`src/common/sdms_regs.vh`:
```
`ifndef SDMS_REGS_VH
`define SDMS_REGS_VH

// Register byte offsets
`define SDMS_ADR_CTRL      8'h00
`define SDMS_ADR_STATUS    8'h04

// Control register fields
`define SDMS_CTRL_RES_LSB  0
`define SDMS_CTRL_RES_MSB  3
`define SDMS_CTRL_IPEN_BIT 8
`define SDMS_RES_RST       4'h0
`define SDMS_IPEN_RST      1'b1
`define SDMS_RES_MAX       4'h8

// Status register fields
`define SDMS_STAT_POS_LSB  0
`define SDMS_STAT_POS_MSB  9
`define SDMS_STAT_STST_BIT 16
`define SDMS_STAT_IDX_BIT  17
`define SDMS_STAT_DIR_BIT  18

// Standstill limit in system clock cycles, and position reset value
`define SDMS_STST_LIMIT    21'h100000
`define SDMS_POS_RST       10'h000

`endif

```
`src/sdms_sequencer.v`:
```
`timescale 1ns/10ps
// Contract
// - Rising step edges and coarser resolution writes move the sequencer
// - Step and direction synchronised before use
// - 1024-position sine lookup indexed by position
// - Direction low adds width, high subtracts
// - Step width doubles from 1 to 256
// - Coarser resolution snaps to nearest valid position
// - Fullstep targets 128, 384, 640, 896 only
// - Coarse grids offset by half step width
// - Microsteps spaced by last interval over width
// - Two to 256 microsteps per step pulse
// - Standstill when interval exceeds 2^20 cycles
// - Standstill flag set, cleared on next step
// - Standstill with powerdown select starts standby reduction
// - New pulse skips remaining microsteps, adopts rate
// - Index high over first quarter, positions 0 to 255
// - Position counter wraps between 1023 and 0
`include "sdms_regs.vh"

module sdms_sequencer #(
  parameter [20:0] STST_LIMIT = `SDMS_STST_LIMIT
) (
  input  wire        i_mclk,                 // System clock, 50 MHz
  input  wire        i_rst,                  // Asynchronous reset, active high
  input  wire        i_ce,                   // Clock enable, freezes state when low
  input  wire        i_step,                 // Step pulse from controller
  input  wire        i_dir,                  // Rotation sense from controller
  input  wire        i_powerdown_select_pin, // Standby reduction selected
  input  wire        i_wb_cyc,               // Wishbone cycle
  input  wire        i_wb_stb,               // Wishbone strobe
  input  wire        i_wb_we,                // Wishbone write enable
  input  wire [7:0]  i_wb_adr,               // Wishbone byte address
  input  wire [31:0] i_wb_dat,               // Wishbone write data
  input  wire [3:0]  i_wb_sel,               // Wishbone byte selects
  output reg  [31:0] o_wb_dat,               // Wishbone read data
  output reg         o_wb_ack,               // Wishbone acknowledge
  output reg  [9:0]  o_pos,                  // Microstep position count
  output reg  [9:0]  o_coil_a,               // Coil A current, signed
  output reg  [9:0]  o_coil_b,               // Coil B current, signed
  output reg         o_index,                // Electrical zero marker
  output reg         o_standstill,           // Standstill flag
  output reg         o_standby_reduce        // Start standby current reduction
);

  // Parabolic sine of a table position, 1024 entries per revolution
  function [9:0] sdms_sine;
    input [9:0] p;
    reg   [8:0] x;
    reg   [17:0] m;
    begin
      x = p[8] ? (9'h100 - {1'b0, p[7:0]}) : {1'b0, p[7:0]};
      m = {9'h000, x} * ({9'h000, 9'h1FF} - {9'h000, x} + 18'h00001);
      sdms_sine = p[9] ? (10'h000 - {1'b0, m[16:8]}) : {1'b0, m[16:8]};
    end
  endfunction

  // Nearest grid position for resolution r: grid is half width plus multiples
  function [9:0] sdms_snap;
    input [9:0] t;
    input [3:0] r;
    reg   [9:0] w;
    begin
      w = 10'h001 << r;
      sdms_snap = (t & ~(w - 10'h001)) + (w >> 1);
    end
  endfunction

  reg        step_s1;
  reg        step_s2;
  reg        step_s3;
  reg        dir_s1;
  reg        dir_s2;
  reg [3:0]  res;
  reg        ipen;
  reg [9:0]  tgt;
  reg        mdir;
  reg [8:0]  rem;
  reg [20:0] tcnt;
  reg [20:0] gap;
  reg [20:0] ucnt;

  wire       step_rise = step_s2 & ~step_s3;
  wire [9:0] stepw     = 10'h001 << res;
  wire [9:0] next_tgt  = dir_s2 ? (tgt - stepw) : (tgt + stepw);
  wire       wb_req    = i_wb_cyc & i_wb_stb & ~o_wb_ack;
  wire       ctrl_wr   = wb_req & i_wb_we & i_wb_sel[0] & (i_wb_adr == `SDMS_ADR_CTRL);
  wire [3:0] wr_res    = (i_wb_dat[3:0] > `SDMS_RES_MAX) ? `SDMS_RES_MAX : i_wb_dat[3:0];
  wire [20:0] next_gap = tcnt >> res;

  // Two-stage synchronisers, third stage for edge detection
  always @(posedge i_mclk or posedge i_rst) begin
    if (i_rst) begin
      step_s1 <= 1'b0;
      step_s2 <= 1'b0;
      step_s3 <= 1'b0;
      dir_s1  <= 1'b0;
      dir_s2  <= 1'b0;
    end else if (i_ce) begin
      step_s1 <= i_step;
      step_s2 <= step_s1;
      step_s3 <= step_s2;
      dir_s1  <= i_dir;
      dir_s2  <= dir_s1;
    end
  end

  // Wishbone slave: one-cycle ack, unmapped reads return zero
  always @(posedge i_mclk or posedge i_rst) begin
    if (i_rst) begin
      o_wb_ack <= 1'b0;
      o_wb_dat <= 32'h00000000;
      res      <= `SDMS_RES_RST;
      ipen     <= `SDMS_IPEN_RST;
    end else if (i_ce) begin
      o_wb_ack <= wb_req;
      o_wb_dat <= 32'h00000000;
      if (ctrl_wr) begin
        res  <= wr_res;
        ipen <= i_wb_dat[`SDMS_CTRL_IPEN_BIT];
      end
      if (wb_req && !i_wb_we) begin
        case (i_wb_adr)
          `SDMS_ADR_CTRL: begin
            o_wb_dat[`SDMS_CTRL_RES_MSB:`SDMS_CTRL_RES_LSB] <= res;
            o_wb_dat[`SDMS_CTRL_IPEN_BIT] <= ipen;
          end
          `SDMS_ADR_STATUS: begin
            o_wb_dat[`SDMS_STAT_POS_MSB:`SDMS_STAT_POS_LSB] <= o_pos;
            o_wb_dat[`SDMS_STAT_STST_BIT] <= o_standstill;
            o_wb_dat[`SDMS_STAT_IDX_BIT]  <= o_index;
            o_wb_dat[`SDMS_STAT_DIR_BIT]  <= dir_s2;
          end
          default: begin
            o_wb_dat <= 32'h00000000;
          end
        endcase
      end
    end
  end

  // Step interval timer and standstill detection
  always @(posedge i_mclk or posedge i_rst) begin
    if (i_rst) begin
      tcnt         <= 21'h000000;
      o_standstill <= 1'b0;
    end else if (i_ce) begin
      if (step_rise) begin
        tcnt         <= 21'h000000;
        o_standstill <= 1'b0;
      end else begin
        if (tcnt != STST_LIMIT)
          tcnt <= tcnt + 21'h000001;
        if (tcnt == STST_LIMIT)
          o_standstill <= 1'b1;
      end
    end
  end

  // Step target and interpolated microstep position
  always @(posedge i_mclk or posedge i_rst) begin
    if (i_rst) begin
      tgt   <= `SDMS_POS_RST;
      o_pos <= `SDMS_POS_RST;
      mdir  <= 1'b0;
      rem   <= 9'h000;
      gap   <= 21'h000001;
      ucnt  <= 21'h000000;
    end else if (i_ce) begin
      if (ctrl_wr && wr_res > res) begin
        tgt   <= sdms_snap(tgt, wr_res);
        o_pos <= sdms_snap(tgt, wr_res);
        rem   <= 9'h000;
      end else if (step_rise) begin
        tgt  <= next_tgt;
        mdir <= dir_s2;
        ucnt <= 21'h000000;
        if (o_standstill || !ipen || res == 4'h0) begin
          o_pos <= next_tgt;
          rem   <= 9'h000;
        end else begin
          o_pos <= tgt;
          rem   <= stepw[8:0];                      // Width counts, 256 at most
          gap   <= (next_gap == 21'h000000) ? 21'h000001 : next_gap;
        end
      end else if (rem != 9'h000) begin
        if (ucnt + 21'h000001 >= gap) begin
          o_pos <= mdir ? (o_pos - 10'h001) : (o_pos + 10'h001);
          rem   <= rem - 9'h001;
          ucnt  <= 21'h000000;
        end else begin
          ucnt <= ucnt + 21'h000001;
        end
      end
    end
  end

  // Coil currents, index and standby request
  always @(posedge i_mclk or posedge i_rst) begin
    if (i_rst) begin
      o_coil_a         <= 10'h000;
      o_coil_b         <= 10'h100;
      o_index          <= 1'b1;
      o_standby_reduce <= 1'b0;
    end else if (i_ce) begin
      o_coil_a         <= sdms_sine(o_pos);
      o_coil_b         <= sdms_sine(o_pos + 10'h100);
      o_index          <= (o_pos[9:8] == 2'b00);
      o_standby_reduce <= o_standstill & i_powerdown_select_pin;
    end
  end

endmodule // sdms_sequencer

```
`config.mk`:
```
export PLATFORM = sky130hd
export DESIGN_NAME = sdms_sequencer
export DESIGN_NICKNAME = d
export VERILOG_FILES = /design/src/sdms_sequencer.v
export VERILOG_INCLUDE_DIRS = /design/src /design/src/common
export SDC_FILE = /design/constraint.sdc
export NUM_CORES = 1
export LEC_CHECK = 0
export BUFFER_PORTS_ARGS = -buffer_cell sky130_fd_sc_hd__buf_4
export CORE_ASPECT_RATIO = 1.1
export CORE_MARGIN = 5
export CORE_UTILIZATION = 60
export CTS_BUF_LIST = sky130_fd_sc_hd__clkbuf_4 sky130_fd_sc_hd__clkbuf_8
export CTS_CLUSTER_DIAMETER = 100
export DETAILED_ROUTE_END_ITERATION = 7
export PLACE_DENSITY = 0.8
export REMOVE_ABC_BUFFERS = 1
export SETUP_SLACK_MARGIN = 0.3
export SYNTH_ARGS = -nofsm -noshare
export SYNTH_HDL_FRONTEND = slang
export SYNTH_SLANG_ARGS = --single-unit
```
`constraint.sdc`:
```
create_clock -name i_mclk -period 11.73 [get_ports i_mclk]
set_input_delay 0.5865 -clock i_mclk [delete_from_list [all_inputs] [get_ports i_mclk]]
set_output_delay 0.5865 -clock i_mclk [all_outputs]
set_load 0.005 [all_outputs]
```
==> run_results.csv <==
group,metric,value,unit
placement,place_hpwl,28.67,mm
clocking,cts_num_sinks,140,
placement,place_congestion,0.9287,
synthesis,ys_warn_count,0,
worst_setup_path,crit_family,"adder cells",
synthesis,avgSynthCellArea,8.603,um^2
worst_setup_path,cp_slowest_stage_delay,0.71,ns
placement,numPortBuffers,69,
synthesis,synth_top_area_share,21.56,%
drt,wirelength,37.36,mm
synthesis,synth_edf_count,0,
floorplan,die_area,29660,um^2
placement,placed_cell_area,16530,um^2
floorplan,die_w,164.7,um
timing,skew,0.01964,ns
worst_setup_path,r2r_start,"o_pos[1]",
worst_setup_path,ff2ff_setup_slack,2.65,ns
timing,setup_tns,0,ns
grt,grt_max_degree,81,
worst_setup_path,worst-path-max-fanout,10,
job,drv_cap,0,
drt,wl_per_cell,16.69,um
worst_setup_path,crit_start,"o_pos[1]",
worst_setup_path,cp_data_required_time,12.10,ns
floorplan,start_util,60.57,%
finish,n_fill_cell,2190,
worst_setup_path,crit_buf_inv,5,
timing,min_period,9.081,ns
timing,grt_setup_unrepaired,"no",
grt,grtUsageMet1,33.56,%
finish,nNetsFinal,2200,
finish,drive_above_1_share,10.71,%
grt,grt-ovfl-total,0,
grt,met3_usage,3.134,%
run_status,outcome,"finished, final reports clean",
synthesis,yosys_register_bits,140,
synthesis,ys.flop_type,"dfrtp_1",
drt,drtPass1Iterations,6,
finish,final_area,16960,um^2
synthesis,ys_seq_area_share,22.22,%
clocking,root_buffer,"clkbuf_8",
grt,grt_first_pass_wirelength,63.53,mm
grt,antenna_found_initial,0,
worst_setup_path,reg2reg_depth,28,
worst_setup_path,cp.depth,28,
drt,avgViaCountPerCell,5.835,
drt,postRouteAntennaNets,0,
timing,max_freq,110.1,MHz
synthesis,yosysTopAreaCell,"dfrtp_1",
timing,slew_headroom,20.68,%
clocking,cts_resized,0,
clocking,clk_latency,0.47,ns
worst_setup_path,worst_setup_path_start_kind,"flip-flop",
finish,multi_input_area,11180,um^2
floorplan,core.rowCount,62,
worst_setup_path,end_kind,"flip-flop",
synthesis,synth_area_leaders,"dfrtp_1, fa_1, ha_1",
finish,postLayoutCoreUtil,65.08,%
synthesis,ys_types,83,
synthesis,synthArstFlopShare,100.0,%
synthesis,synth_area,15790,um^2
synthesis,netlist_top_cells_count,"nor2_1, inv_1, ha_1",
clocking,ctsHtreeMaxLevel,4,
worst_setup_path,cp.arrival,9.45,ns
synthesis,syn-instance-count,1835,
floorplan,die_y,180.1,um
floorplan,io_pins,119,
worst_setup_path,r2r_end,"o_coil_b[9]",
grt,grt_pass1_vias,13183,
timing,period_share,77.41,%
clocking,clock_path_buffers,2,
timing,setup_viol,0,
drt,drt-initial-drc-count,671,
timing,slew_viol_final,0,
finish,regArea,3508,um^2
clocking,cts_setup_buffers,0,
synthesis,synthMostInstantiatedCell,"nor2_1",
clocking,cts_hold_buf,0,
drt,vias,13058,
grt,grtUsageTotal,25.83,%
clocking,cts_made_buffers,17,
clocking,cts_tree,"yes",
floorplan,core_area,26070,um^2
grt,busiest_layer,"met2",
finish,n_antenna_cell,0,
worst_setup_path,setup.worst_path.class,"flip-flop to flip-flop",
finish,areaGrowthSynthToFinish,7.458,%
worst_setup_path,cpMaxStageDelayCell,"xor2_1",
clocking,path_clk_slew,0.11,ns
drt,drc,0,
timing,tightest_slew,1.186,ns
grt,grtUsageMet2,44.22,%
worst_setup_path,critPathCapture,"o_coil_b[9]",
worst_hold_path,hp-class,"input pin to async pin",
timing,finalHoldViolations,0,
logic make-up after synthesis:
logic type,after synthesis,share of synthesized area (%)
buffers and inverters,302,7.720
and+or+nand+nor,598,17.95
other,2,0.04757
DFF,140,22.22
AOI/OAI and AO/OA,350,14.44
adders and majority gates,274,26.81
xor gates and xnor gates,109,6.143
muxes,60,4.668
through the flow:
step	setup WS (ns)	hold slack (ns)	instances
global route	2.193	0.2630	2238
CTS	2.767	0.2491	2238
detailed placement	2.767	0.4718	2206
floorplan	3.140	0.4432	1771
global placement	2.920	0.4630	2206
finish	2.649	0.2255	2238
layout make-up:
class	count	area share (%)
multi-input cells	1425	65.90
flip-flops and latches	140	20.68
inverters	206	4.588
repair buffers	83	3.673
well taps	352	2.596
clock buffers	17	1.379
clock inverters	15	1.180
state kept, by name (all words and copies together) (netlist names), 4 cells and up:
| name | cells |
|---|---|
| tgt | 10 |
| ucnt | 21 |
| res | 4 |
| o_pos | 10 |
| o_coil_a | 10 |
| o_coil_b | 10 |
| tcnt | 21 |
| gap | 21 |
| rem | 9 |
| o_wb_dat | 13 |
worst min-delay path by stage:
stage                  endpoint  cells after the start
floorplan               gap[17]                      2
finish              o_coil_a[5]                      2
detailed placement      gap[18]                      2
global route        o_coil_b[0]                      2
CTS                 o_coil_b[0]                      2
global placement    o_coil_b[1]                      1
cell usage in the layout, fill, tap and decap left out, types with 7 or more instances in the layout:
cell type and instances:
and2_1 13, mux4_2 8, nor3b_1 11, buf_4 83, conb_1 34, nor2_1 204, nor2b_1 15, o31ai_1 17
and3_1 26, clkbuf_8 17, nand2b_1 38, a21o_1 14, or3_1 10, a21oi_1 73, nand4_1 7, nand2_1 147
ha_1 167, o21ai_0 103, dfrtp_1 136, a31oi_1 18, mux2_2 29, nand3_1 33, a22o_1 13, mux2i_1 23
o41ai_1 10, fa_1 107, nor4_1 9, xnor2_1 55, or2_2 29, o21a_1 14, o22ai_1 13, inv_1 202
nor3_1 34, o211ai_1 9, xor2_1 53
worst register-to-register path: cells and delay by family (launching register included):
family,cells,cell delay [ns]
AOI/OAI and AO/OA,8,1.59
xor gates and xnor gates,1,0.71
adders and majority gates,8,3.60
buffers and inverters,5,0.50
DFF,1,0.51
and+or+nand+nor,6,2.09
per-layer routing:
metal,part of all wire [%],vias to the layer above,wire (um)
li1,-,6262,-
met1,42,6366,15620
met2,50,346,18810
met3,4.6,84,1725
met4,3.2,0,1212
met5,0,-,0
Power is not shown: default switching activity piles up to over one toggle a cycle in this logic, so the estimate is an artifact.
